$ cat src/rtl/pcr_consts.svh
/*
  Constants for the synthesizer configuration bank, registers four to nine and eleven:
  control selector codes, field positions and widths.
  Assumes inclusion by bare name from the design files.
*/
`ifndef PCR_CONSTS_SVH
`define PCR_CONSTS_SVH

`define PCR_SEL_R0 4'h0
`define PCR_SEL_R4 4'h4
`define PCR_SEL_R5 4'h5
`define PCR_SEL_R6 4'h6
`define PCR_SEL_R7 4'h7
`define PCR_SEL_R8 4'h8
`define PCR_SEL_R9 4'h9
`define PCR_SEL_R11 4'hB
`define PCR_SEL_LO 3
`define PCR_SEL_HI 0

`define PCR_AUXMOD_HI 27
`define PCR_AUXMOD_LO 4
`define PCR_LDPIN_HI 31
`define PCR_LDPIN_LO 30
`define PCR_CP_HI 28
`define PCR_CP_LO 25
`define PCR_XBIT 24
`define PCR_PRESC 23
`define PCR_RHALF 22
`define PCR_RDBL 21
`define PCR_RCNT_HI 20
`define PCR_RCNT_LO 16
`define PCR_CLK1_HI 15
`define PCR_CLK1_LO 4

`define PCR_BLEED_HI 31
`define PCR_BLEED_LO 24
`define PCR_BLPOL 23
`define PCR_BLEN 22
`define PCR_INTMODE 20
`define PCR_ABW 19
`define PCR_LOSTREF 18
`define PCR_SDRST_SKIP 17
`define PCR_CPTRI_PD 16
`define PCR_LDPREC_HI 9
`define PCR_LDPREC_LO 8
`define PCR_PDPOL 7
`define PCR_PWRDN 6
`define PCR_CPTRI 5
`define PCR_CNTRST 4

`define PCR_LDCLK 20
`define PCR_CLKMODE_HI 19
`define PCR_CLKMODE_LO 18
`define PCR_CLK2_HI 17
`define PCR_CLK2_LO 6
`define PCR_LDCNT_HI 27
`define PCR_LDCNT_LO 24

`define PCR_LDBIAS_HI 31
`define PCR_LDBIAS_LO 30
`define PCR_REGON 31

`define PCR_LD_NORMAL 2'h1
`define PCR_LD_LOW 2'h2
`define PCR_LD_HIGH 2'h3
`define PCR_CLKMODE_RESYNC 2'h2
`define PCR_SLOW_CHECK 5'h1F

`endif

$ cat src/rtl/pcr_pkg.sv
/*
  Types for the synthesizer configuration bank.
  Stands alone; the constants header is not included here.
*/
package pcr_pkg;
  typedef enum logic [1:0] {
    PCR_LD_TRI = 2'b00,
    PCR_LD_NORM = 2'b01,
    PCR_LD_FLOW = 2'b10,
    PCR_LD_FHIGH = 2'b11
  } pcr_ldmode_t;

  typedef enum logic [1:0] {
    PCR_CMP_IDLE = 2'b00,
    PCR_CMP_COUNT = 2'b01,
    PCR_CMP_LOCKED = 2'b10
  } pcr_lkst_t;
endpackage

$ cat src/rtl/pcr_lock_detect.sv
/*
  Digital lock detector: counts consecutive in-window phase comparisons.
  Assumes cmp_strobe and in_window come from the same clock domain.
*/
`timescale 1ns/100ps
`include "pcr_consts.svh"

module pcr_lock_detect #(
  parameter int CNT_W = 16
) (
  input wire logic sys_clk,
  input wire logic reset_n,
  input wire logic cmp_strobe,
  input wire logic in_window,
  input wire logic ref_present,
  input wire logic lost_ref_en,
  input wire logic every_cycle,
  input wire logic hold,
  input wire logic [CNT_W-1:0] count_init,
  output logic locked
);
  import pcr_pkg::*;

  typedef struct packed {
    pcr_lkst_t st;
    logic [CNT_W-1:0] cnt;
    logic [4:0] pre;
    logic lk;
  } pcr_ld_state_t;

  pcr_ld_state_t s_q, s_d;
  logic check;

  always_comb begin
    s_d = s_q;
    // Slow mode samples only every 32nd comparison
    check = cmp_strobe && (every_cycle || s_q.pre == `PCR_SLOW_CHECK);
    if (cmp_strobe) begin
      s_d.pre = s_q.pre + 5'h1;
    end
    if (hold) begin
      s_d.st = PCR_CMP_IDLE;
      s_d.lk = 1'b0;
    end else if (lost_ref_en && !ref_present && s_q.lk) begin
      s_d.st = PCR_CMP_IDLE;
      s_d.lk = 1'b0;
    end else if (check) begin
      case (s_q.st)
        PCR_CMP_IDLE: begin
          if (in_window) begin
            s_d.st = PCR_CMP_COUNT;
            s_d.cnt = count_init;
          end
        end
        PCR_CMP_COUNT: begin
          if (!in_window) begin
            s_d.st = PCR_CMP_IDLE;
          end else if (s_q.cnt == '0) begin
            s_d.st = PCR_CMP_LOCKED;
            s_d.lk = 1'b1;
          end else begin
            s_d.cnt = s_q.cnt - 1'b1;
          end
        end
        default: begin
          if (!in_window) begin
            s_d.st = PCR_CMP_IDLE;
            s_d.lk = 1'b0;
          end
        end
      endcase
    end
  end

  always_ff @(posedge sys_clk or negedge reset_n) begin
    if (!reset_n) begin
      s_q <= '0;
    end else begin
      s_q <= s_d;
    end
  end

  assign locked = s_q.lk;
endmodule

$ cat src/rtl/pcr_config_regs.sv
/*
  Configuration bank for registers four to nine and eleven of a fractional-N
  synthesizer, with the register 0 apply event and lock indication pin.
  Assumes a serial front end delivers complete 32-bit words with a one-cycle
  load strobe; the low four bits select the register. Phase detector events
  arrive as pin-level signals and are synchronised here.
*/
`timescale 1ns/100ps
`include "pcr_consts.svh"

module pcr_config_regs #(
  parameter int AUXMOD_W = 24,
  parameter int LDCNT_W = 4
) (
  input wire logic sys_clk,
  input wire logic reset_n,
  input wire logic load_strobe,
  input wire logic [31:0] load_word,
  input wire logic ref_present_pin,
  input wire logic cmp_strobe_pin,
  input wire logic in_window_pin,
  input wire logic fixed_modulus_mode,
  output logic [AUXMOD_W-1:0] aux_modulus,
  output logic [3:0] charge_pump_code,
  output logic extra_modulus_bit_disable,
  output logic prescaler_89,
  output logic reference_halver,
  output logic reference_doubler,
  output logic [4:0] ref_counter_value,
  output logic [11:0] resync_div1,
  output logic [7:0] bleed_code,
  output logic bleed_negative,
  output logic bleed_enable,
  output logic sigma_delta_modulator_off,
  output logic antibacklash_width,
  output logic charge_pump_tristate,
  output logic phase_detector_positive,
  output logic [1:0] lock_window_precision,
  output logic [1:0] lock_window_bias,
  output logic power_down,
  output logic divider_regulator_on,
  output logic counters_reset,
  output logic resync_enable,
  output logic [11:0] resync_div2,
  output logic [1:0] resync_mode,
  output logic [LDCNT_W-1:0] lock_counter_init,
  output logic lock_check_rate_select,
  output logic apply_pulse,
  output logic fraction_zero_pulse,
  output logic lock_indicator_pin_o,
  output logic lock_indicator_pin_oe
);
  import pcr_pkg::*;

  typedef struct packed {
    logic [31:0] r4;
    logic [31:0] r5;
    logic [31:0] r6;
    logic [31:0] r7;
    logic [31:0] r9;
    logic [31:0] r11;
    logic [1:0] ref_sync;
    logic [1:0] cmp_sync;
    logic [1:0] win_sync;
    logic cmp_prev;
    logic apply;
    logic fzero;
    logic ld_o;
    logic ld_oe;
    logic cptri;
    logic bleed_neg;
    logic resync_en;
    logic [AUXMOD_W-1:0] auxmod_eff;
  } pcr_cfg_state_t;

  pcr_cfg_state_t s_q, s_d;
  logic [3:0] sel;
  logic locked;
  logic cmp_edge;
  pcr_ldmode_t ld_mode;

  assign sel = load_word[`PCR_SEL_LO:`PCR_SEL_HI];
  assign cmp_edge = s_q.cmp_sync[1] && !s_q.cmp_prev;
  assign ld_mode = pcr_ldmode_t'(s_q.r5[`PCR_LDPIN_HI:`PCR_LDPIN_LO]);

  pcr_lock_detect #(
    .CNT_W(LDCNT_W)
  ) u_lock (
    .sys_clk(sys_clk),
    .reset_n(reset_n),
    .cmp_strobe(cmp_edge),
    .in_window(s_q.win_sync[1]),
    .ref_present(s_q.ref_sync[1]),
    .lost_ref_en(s_q.r6[`PCR_LOSTREF]),
    .every_cycle(s_q.r7[`PCR_LDCLK]),
    .hold(s_q.r6[`PCR_PWRDN] || s_q.r6[`PCR_CNTRST]),
    .count_init(s_q.r7[`PCR_LDCNT_HI:`PCR_LDCNT_LO]),
    .locked(locked)
  );

  always_comb begin
    s_d = s_q;
    s_d.ref_sync = {s_q.ref_sync[0], ref_present_pin};
    s_d.cmp_sync = {s_q.cmp_sync[0], cmp_strobe_pin};
    s_d.win_sync = {s_q.win_sync[0], in_window_pin};
    s_d.cmp_prev = s_q.cmp_sync[1];
    s_d.apply = 1'b0;
    s_d.fzero = 1'b0;
    // Register 8 carries no live field; its write is accepted and dropped
    if (load_strobe) begin
      if (sel == `PCR_SEL_R0) begin
        s_d.apply = 1'b1;
        s_d.fzero = !s_q.r6[`PCR_SDRST_SKIP];
      end else if (sel == `PCR_SEL_R4) begin
        s_d.r4 = load_word;
      end else if (sel == `PCR_SEL_R5) begin
        s_d.r5 = load_word;
      end else if (sel == `PCR_SEL_R6) begin
        s_d.r6 = load_word;
      end else if (sel == `PCR_SEL_R7) begin
        s_d.r7 = load_word;
      end else if (sel == `PCR_SEL_R9) begin
        s_d.r9 = load_word;
      end else if (sel == `PCR_SEL_R11) begin
        s_d.r11 = load_word;
      end
    end
    // Fixed modulus ignores aux modulus; presented as zero to the modulator
    // Taken from the next register value so it lands with the load
    if (fixed_modulus_mode) begin
      s_d.auxmod_eff = '0;
    end else begin
      s_d.auxmod_eff = s_d.r4[`PCR_AUXMOD_HI:`PCR_AUXMOD_LO];
    end
    // Decoded outputs other than the lock pin get flops of their own, fed from next state to keep load timing
    s_d.cptri = s_d.r6[`PCR_CPTRI_PD] | s_d.r6[`PCR_CPTRI];
    s_d.bleed_neg = !s_d.r6[`PCR_BLPOL];
    s_d.resync_en = (s_d.r7[`PCR_CLKMODE_HI:`PCR_CLKMODE_LO] == `PCR_CLKMODE_RESYNC);
    // Pin released during power-down so it does not fight the board
    if (s_q.r6[`PCR_PWRDN]) begin
      s_d.ld_oe = 1'b0;
      s_d.ld_o = 1'b0;
    end else begin
      case (ld_mode)
        PCR_LD_TRI: begin
          s_d.ld_oe = 1'b0;
          s_d.ld_o = 1'b0;
        end
        PCR_LD_NORM: begin
          s_d.ld_oe = 1'b1;
          s_d.ld_o = locked;
        end
        PCR_LD_FLOW: begin
          s_d.ld_oe = 1'b1;
          s_d.ld_o = 1'b0;
        end
        default: begin
          s_d.ld_oe = 1'b1;
          s_d.ld_o = 1'b1;
        end
      endcase
    end
  end

  always_ff @(posedge sys_clk or negedge reset_n) begin
    if (!reset_n) begin
      s_q <= '0;
    end else begin
      s_q <= s_d;
    end
  end

  // Field outputs come from the register flops or from their own decoded flops
  assign aux_modulus = s_q.auxmod_eff;
  assign charge_pump_code = s_q.r5[`PCR_CP_HI:`PCR_CP_LO];
  assign extra_modulus_bit_disable = s_q.r5[`PCR_XBIT];
  assign prescaler_89 = s_q.r5[`PCR_PRESC];
  assign reference_halver = s_q.r5[`PCR_RHALF];
  assign reference_doubler = s_q.r5[`PCR_RDBL];
  assign ref_counter_value = s_q.r5[`PCR_RCNT_HI:`PCR_RCNT_LO];
  assign resync_div1 = s_q.r5[`PCR_CLK1_HI:`PCR_CLK1_LO];
  assign bleed_code = s_q.r6[`PCR_BLEED_HI:`PCR_BLEED_LO];
  assign bleed_negative = s_q.bleed_neg;
  assign bleed_enable = s_q.r6[`PCR_BLEN];
  assign sigma_delta_modulator_off = s_q.r6[`PCR_INTMODE];
  assign antibacklash_width = s_q.r6[`PCR_ABW];
  assign phase_detector_positive = s_q.r6[`PCR_PDPOL];
  assign lock_window_precision = s_q.r6[`PCR_LDPREC_HI:`PCR_LDPREC_LO];
  assign lock_window_bias = s_q.r9[`PCR_LDBIAS_HI:`PCR_LDBIAS_LO];
  assign power_down = s_q.r6[`PCR_PWRDN];
  assign divider_regulator_on = s_q.r11[`PCR_REGON];
  assign counters_reset = s_q.r6[`PCR_CNTRST];
  assign resync_mode = s_q.r7[`PCR_CLKMODE_HI:`PCR_CLKMODE_LO];
  assign resync_enable = s_q.resync_en;
  assign resync_div2 = s_q.r7[`PCR_CLK2_HI:`PCR_CLK2_LO];
  assign lock_counter_init = s_q.r7[`PCR_LDCNT_HI:`PCR_LDCNT_LO];
  assign lock_check_rate_select = s_q.r7[`PCR_LDCLK];
  assign apply_pulse = s_q.apply;
  assign fraction_zero_pulse = s_q.fzero;
  assign lock_indicator_pin_o = s_q.ld_o;
  assign lock_indicator_pin_oe = s_q.ld_oe;
  assign charge_pump_tristate = s_q.cptri;
endmodule

$ cat config.mk
export PLATFORM = sky130hd
export DESIGN_NAME = pcr_config_regs
export DESIGN_NICKNAME = d
export VERILOG_FILES = /design/src/rtl/pcr_pkg.sv /design/src/rtl/pcr_lock_detect.sv /design/src/rtl/pcr_config_regs.sv
export VERILOG_INCLUDE_DIRS = /design/src /design/src/rtl
export SDC_FILE = /design/constraint.sdc
export NUM_CORES = 1
export LEC_CHECK = 0
export ABC_CLOCK_PERIOD_IN_PS = 5700
export BUFFER_PORTS_ARGS = -buffer_cell sky130_fd_sc_hd__buf_2
export CAP_MARGIN = 20
export CORE_MARGIN = 3
export CORE_UTILIZATION = 45
export DETAILED_ROUTE_END_ITERATION = 16
export PLACE_DENSITY_LB_ADDON = 0.1
export SLEW_MARGIN = 0
export SYNTH_ARGS = -nofsm -noshare
export SYNTH_HDL_FRONTEND = slang
export SYNTH_HIERARCHICAL = 1
export SYNTH_SLANG_ARGS = --single-unit
$ cat constraint.sdc
create_clock -name sys_clk -period 5.7 [get_ports sys_clk]
set_clock_uncertainty 0.05 [all_clocks]
set_input_delay 1.71 -clock sys_clk [delete_from_list [all_inputs] [get_ports sys_clk]]
set_output_delay 1.71 -clock sys_clk [all_outputs]
set_load 0.01 [all_outputs]
==> results by group, run 1 <==
Critical path
  • R2R setup slack: 3.46 ns
  • CP Class: in2reg
  • Worst path arrival time: 3.45 ns
  • FF-to-FF End: u_lock/s_q[7]
  • Worst r2r path cells: 7
  • Req. time, crit path: about 6.0 ns
  • Crit path max fanout: 25
  • Kind of end point of the critical path: register
  • Worst r2r src: u_lock/s_q[1]
  • CP Launch Type: input pin

Logic synthesis
  • Sequential area share after synthesis: 0.589
  • YS warnings: 6
  • FF+latch count, synth: between 100 and 150
  • Post-synthesis cell count: ~500
  • Yosys cell types: 44
  • Syn Nets: 530
  • Mapped Area: between 0.006 and 0.007 mm2
  • Synthesized area per cell: about 13 um2

Drt
  • Via count: 3725
  • 1st-iter DRT viols: 258
  • DRC viols: 0
  • Routed wire length: 12900 um
  • Vias/cell: about 5.1
  • Pre-antenna DRT Iters: 4
  • Antenna viol nets, final: 0
  • WL per Instance: ~18 um

GRT
  • First-pass GRT wire length: roughly 21000 um
  • Total grt overflow: 0
  • Vias in the first global route: around 3900
  • Largest net degree at the start of global routing: 104
  • Number of antenna violations at the first check in global routing: 0
  • Total GRT Usage: 0.185

STA
  • Period utilization: 0.561
  • Setup_tns: 0 ns
  • Slew margin rel.: 0.347
  • Final setup fails: 0
  • Fmax: approximately 0.31 GHz
  • RSZ-0062 raised after global routing: false
  • Hold Vio Cnt, Final: 0
  • Min Tclk post-route: 3.20 ns
  • Slew Viols, Final: 0
  • Worst Tran Pin Value: between 0.9 and 1 ns

Cells and area
  • Fin cells: 730
  • Commonest non-fill, non-tap cell in the layout: dfrtp_1
  • Layout fillers: about 1200
  • Share of layout cells above drive strength 1: 0.434
  • Most frequent cells in the layout: 144 x dfrtp_1, 131 x buf_2, 67 x mux2_2, 27 x a21oi_1, 26 x nand2_1
  • ANT cells: 0
  • Area of the multi-input gates: between 0.0015 and 0.002 mm2
  • Register Area: 0.00360 mm2
  • Design Area, Final: roughly 0.007 mm2
  • # nets final: 589
  • Syn-to-layout area delta: 14.0%

Clock network
  • CTS Buf Count: 17
  • Clock Sinks: between 100 and 150
  • Bufs on Longest Clock Path: 2
  • Gates resized, CTS repair: 0
  • H-tree depth: 4
  • Postcts setup bufs: 0
  • Worst-Skew Late Latency: between 0.4 and 0.5 ns
  • CTS Root Cell: clkbuf_16
  • Post-CTS Hold Fix Bufs: 0
  • CTS tree: built
  • Clk pin slew, worst setup/hold paths: about 0.06 ns

Die
  • Starting density of the core: 0.473
  • Row count: 41
  • Core area: 0.0129 mm2
  • Total die area: 0.0150 mm2
  • I/O pins: around 130
  • Die H: 123 um
  • Die Wd: between 100 and 150 um

Power and ir drop
  • Leakage: roughly 3.4 nW
  • VDD IR max: about 0.20 mV
  • Overall power: around 0.0031 W
  • Pwr Density: 438 mW/mm2

Min path
  • Worst hold path class: reg2reg
  • Hold Path End: s_q[37]
  • Hold Crit Depth: 0
  • Worst Hold Launch: s_d[37]

Place
  • Final HPWL DP: 8490 um
  • Post-Place Cell Area: 0.00635 mm2
  • Gpl congestion: approximately 0.77
  • Placed Instances: around 700
  • Port Buf Inserts: about 130

Outcome
  • Status: completed

Run
  • Max Cap Viol: 0
==> final cells by class <==
class / instances / area share
Clock inverter: 12 / 0.0241
Timing Repair Buffer: 138 / 0.106
Sequential cell: 144 / 0.517
Multi-Input combinational cell: 243 / 0.258
Clock buffer: 18 / 0.0630
Inverter: 3 / 0.00162
Tap cell: 172 / 0.0309
==> through the flow <==
step / setup slack (ns) / hold slack [ns] / util
after floorplan: 2.79 / 0.281 / -
after global placement: 1.87 / 0.284 / 0.489
after detailed placement: 2.01 / 0.285 / 0.491
after CTS: 2.45 / 0.296 / 0.538
after global routing: 2.38 / 0.301 / 0.539
final: 2.50 / 0.295 / 0.539
==> state kept, by name, indices dropped and copies added (netlist names), 2 cells and up <==
signal / flops
resync_div2: 12
s_q: 32
lock_window_precision: 2
resync_mode: 2
ref_counter_value: 5
lock_window_bias: 2
charge_pump_code: 4
s_d: 4
aux_modulus: 24
ld_mode: 2
u_lock/s_q: 11
resync_div1: 12
lock_counter_init: 4
bleed_code: 8
==> logic make-up (layout without fill, tap and decap cells) <==
kind of cell | Yosys count | in the layout | synth area share
buf+inv | 101 | 171 | 0.118
mux | 75 | 75 | 0.138
fa+ha+maj | 3 | 3 | 0.00614
compound gates | 70 | 70 | 0.0653
flops | 144 | 144 | 0.589
simple gates | 92 | 92 | 0.0792
xor+xnor | 3 | 3 | 0.00430
==> worst max-delay path, stage by stage <==
cell and delay (ns):
buf_2 0.13, nor2b_2 0.14, buf_4 0.31, nand4_1 0.46
buf_4 0.39, mux2_2 0.30
==> synthesized netlist by cell type (all sizes together) <==
| cell | n | area, um2 |
|---|---|---|
| buf | 91 | 684 |
| nor3b | 3 | 27.5 |
| a41oi | 1 | 8.76 |
| nor4 | 3 | 18.8 |
| ha | 3 | 37.5 |
| nand3 | 24 | 120 |
| clkbuf | 7 | 26.3 |
| nand4 | 3 | 18.8 |
| or2 | 1 | 6.26 |
| and2 | 1 | 6.26 |
| o2bb2ai | 3 | 26.3 |
| and3 | 1 | 6.26 |
| a31oi | 1 | 6.26 |
| or4 | 1 | 7.51 |
| or3b | 1 | 8.76 |
| nand2b | 5 | 31.3 |
| nor3 | 2 | 21.3 |
| nand3b | 1 | 7.51 |
| xor2 | 1 | 8.76 |
| xnor2 | 2 | 17.5 |
| a21oi | 27 | 135 |
| nand2 | 26 | 97.6 |
| and3b | 1 | 8.76 |
| nand4b | 1 | 8.76 |
| and2b | 1 | 7.51 |
| mux2i | 3 | 30.0 |
| o21a | 1 | 7.51 |
| dfrtp | 144 | 3600 |
| inv | 3 | 11.3 |
| nor2 | 13 | 56.3 |
| nor2b | 4 | 25.0 |
| mux2 | 72 | 811 |
| a22oi | 3 | 22.5 |
| o21bai | 3 | 33.8 |
| o21ai | 31 | 159 |
==> routing by layer <==
metal  vias to the layer above  track usage  part of all wire
li1                       1718            -                 -
met1                      1875        0.266              0.48
met2                       117        0.263              0.44
met3                        15       0.0590             0.061
met4                         0       0.0665             0.015
met5                         -            0                 0
==> power by group <==
group          switching, W  internal (W)  total [W]
clock network      0.000415      0.000734    0.00115
logic              0.000293      0.000266   0.000560
registers          0.000111       0.00123    0.00135
total              0.000820       0.00223    0.00305
==> how the worst max path moves through the flow <==
stage | start | endpoint | cells past startpoint
4_1_cts | load_word[3] | extra_modulus_bit_disable | 5
5_1_grt | load_word[3] | extra_modulus_bit_disable | 5
2_1_floorplan | load_word[3] | bleed_code[2] | 5
3_3_place_gp | load_word[3] | bleed_enable | 5
3_5_place_dp | load_word[3] | extra_modulus_bit_disable | 5
6_report | load_word[2] | resync_div2[11] | 6
(Power assumes the default switching activity.)
==> run 2, diff against run 1 <==
ABC_AREA = 1   (was default)
ABC_CLOCK_PERIOD_IN_PS = 2900   (was 5700)
clock period = 2.9 ns   (was 5.7 ns; I/O delays follow)
==> run 2 against run 1 <==
Non-clock buffer count up 2; final cell count up 30%; cell area up 5.8%; register-to-register slack worse by 2.5 ns; worst setup slack worse by 1.5 ns; via count up 21%; sequential power up 94%; largest power group unchanged; flip-flop and latch count unchanged; global-route usage up 0.073 points; critical path type is now reg2out; sequential share of layout area down 2.9 points; power up 95%.
==> results by group, run 2 <==
Outcome
  • Status: completed

Critical path
  • Kind of end point of the critical path: output pin
  • Top delay family on crit path: flip-flops
  • CP peak stage delay: 0.42 ns (-0.04 ns)
  • Req. time, crit path: 1.98 ns (-3.97 ns)
  • Worst path arrival time: 0.99 ns (-2.46 ns)
  • CP Class: reg2out
  • Crit path from: lock_counter_init[0]
  • CP Launch Type: register
  • Slowest-stage cell, CP: dfrtp_1
  • CP Cell Sequence: buf_2
  • Worst r2r src: u_lock/s_q[1]
  • Worst Path Buf+Inv: 1 (-2)
  • Crit path max fanout: 3 (-88%)

Logic synthesis
  • Sequential area share after synthesis: 0.551 (-0.0385)
  • Yosys top cell by area: dfrtp_1
  • Synthesized area per cell: 9.40 um2 (-25%)
  • Yosys cell types: 30 (-32%)
  • Post-synth ARST share: 1.00 (unchanged)
  • Prevailing post-synth register cell: dfrtp_1
  • Mapped Area: 0.00654 mm2 (+7.0%)
  • Synth cell count leaders: 160 x nand2_1, 144 x dfrtp_1, 102 x inv_1
  • Top cell type's share of synthesized area: 0.551 (-0.0385)
  • Post-synthesis cell count: 696 (+43%)
  • Top-count cell post-synth: nand2_1
  • Synth top area cells: dfrtp_1 55%, nand2_1 9.2%, buf_4 8.8%
  • FF+latch count, synth: 144 (unchanged)
  • YS warnings: 6 (unchanged)
  • Syn Nets: 738 (+39%)
  • Number of synthesized flops with an enable pin: 0 (unchanged)

GRT
  • Vias in the first global route: 4281 (+8.4%)
  • Number of antenna violations at the first check in global routing: 1 (+1)
  • First-pass GRT wire length: 23100 um (+11%)
  • Total grt overflow: 0 (unchanged)
  • Largest net degree at the start of global routing: 60 (-42%)
  • Total GRT Usage: 0.185 (+0.000733)

Clock network
  • H-tree depth: 4 (unchanged)
  • Post-CTS Hold Fix Bufs: 0 (unchanged)
  • CTS tree: built
  • Worst-Skew Late Latency: 0.41 ns (about the same)
  • Clock Sinks: 144 (unchanged)
  • Gates resized, CTS repair: 0 (unchanged)
  • CTS Buf Count: 17 (unchanged)
  • Bufs on Longest Clock Path: 2 (unchanged)
  • Postcts setup bufs: 0 (unchanged)
  • Clk pin slew, worst setup/hold paths: 0.06 ns (about the same)
  • CTS Root Cell: clkbuf_16

Place
  • Port Buf Inserts: 132 (unchanged)
  • Gpl congestion: 0.866 (+12%)
  • Dpl ws: 0.615 ns (-1.40 ns)
  • Final HPWL DP: 10200 um (+20%)

Run
  • Max Cap Viol: 0 (unchanged)

Cells and area
  • Commonest non-fill, non-tap cell in the layout: nand2_1
  • Most frequent cells in the layout: 160 x nand2_1, 144 x dfrtp_1, 131 x buf_2, 102 x inv_1, 45 x o21ai_2
  • Max reg flops: 32 (unchanged)
  • Share of layout cells above drive strength 1: 0.303 (-0.131)
  • Reg with most FFs: s_q
  • Syn-to-layout area delta: 12.8%
  • # nets final: 799 (+36%)
  • ANT cells: 0 (unchanged)
  • Layout fillers: 1335 (+15%)

Drt
  • Vias/cell: 4.73 (-7.3%)
  • Antenna viol nets, final: 0 (unchanged)
  • Via count: 4496 (+21%)
  • Routed wire length: 14400 um (+11%)
  • WL per Instance: 15.2 um (-14%)
  • Pre-antenna DRT Iters: 4 (unchanged)
  • 1st-iter DRT viols: 229 (-11%)
  • DRC viols: 0 (unchanged)

STA
  • Min Tclk post-route: roughly 1.9 ns
  • Period utilization: 0.658
  • Fmax: roughly 0.52 GHz
  • Setup_tns: 0 ns (unchanged)
  • Final setup fails: 0 (unchanged)
  • Slew margin rel.: 0.502 (+0.155)
  • Slew Viols, Final: 0 (unchanged)
  • Setup slack after layout: 0.993 ns (-1.51 ns)
  • Worst Tran Pin Value: 0.744 ns (-0.233 ns)
  • RSZ-0062 raised after global routing: false
  • Hold Vio Cnt, Final: 0 (unchanged)

Die
  • Starting density of the core: 0.466 (-0.00716)
  • Die H: 127 um (+3.3%)
  • Total die area: 0.0160 mm2 (+6.6%)
  • Core area: 0.0140 mm2 (+8.6%)
  • I/O pins: 133 (unchanged)
  • Row count: 43 (+4.9%)
  • Die Wd: 127 um (+3.3%)

Min path
  • Worst Hold Launch: s_d[35]
  • Worst hold path class: reg2reg

Power and ir drop
  • Leakage: 4.07 nW (+19%)
  • VDD IR max: 0.393 mV (+94%)
  • Pwr Density: 805 mW/mm2 (+84%)
==> run 2: changes by cell type in the layout (fill, tap and decap cells not counted), moves of 10 or more <==
cell,delta
nand2_1,+134
inv_1,+99
mux2_2,-67
o21ai_2,+44
nor2_1,+30
nand4_1,+28
a21oi_1,-24
nand3_1,-10
==> run 2: layout make-up <==
class	count	area, um2	area share
clock inverter	8	77.6	0.0105
timing repair buffer	140	764	0.104
inverter	108	405	0.0550
clock buffer	24	502	0.0680
sequential	144	3600	0.489
multi-input combinational	346	1800	0.244
tap	180	225	0.0305
==> run 2: kinds of logic after synthesis <==
family,Yosys count,share of synthesized area
and+or+nand+nor,261,0.177
buffers and inverters,206,0.174
DFF,144,0.551
AOI/OAI and AO/OA,77,0.0851
xor gates and xnor gates,4,0.00536
adders and majority gates,3,0.00574
muxes,1,0.00153
==> run 2: power breakdown <==
part	internal [W]	total, W	switching [W]
clock network	0.00129	0.00212	0.000822
logic	0.000480	0.00120	0.000723
registers	0.00240	0.00262	0.000218
==> run 2: final timing paths <==
kind / to / slack [ns] / depth (start not counted)
min: s_d[31] / 0.30 / 0
max reg2reg: u_lock/s_q[10] / 1.00 / 9
min reg2reg: s_d[31] / 0.30 / 0
min in group asynchronous: resync_div1[2] / 0.38 / 1
max in group asynchronous: s_q[215] / 1.83 / 2
max: lock_counter_init[0] / 0.99 / 1
==> run 2: metrics by stage <==
stage                     hold slack (ns)   util  instances  total power (W)  area, um2
after CTS                           0.301  0.525        950          0.00601       7380
after global placement              0.283  0.484        918          0.00383       6800
after floorplan                     0.281      -        696          0.00362       6540
after detailed placement            0.287  0.484        918          0.00387       6800
after global routing                0.301  0.525        950          0.00628       7380
final                               0.297  0.525        950          0.00594       7380
==> run 2: routing by layer <==
| layer | share of wire | GRT usage | vias to the layer above |
|---|---|---|---|
| li1 | - | - | 2208 |
| met4 | 0.0097 | 0.0606 | 2 |
| met1 | 0.46 | 0.259 | 2133 |
| met2 | 0.45 | 0.276 | 140 |
| met5 | 0.00049 | 0 | - |
| met3 | 0.072 | 0.0598 | 13 |
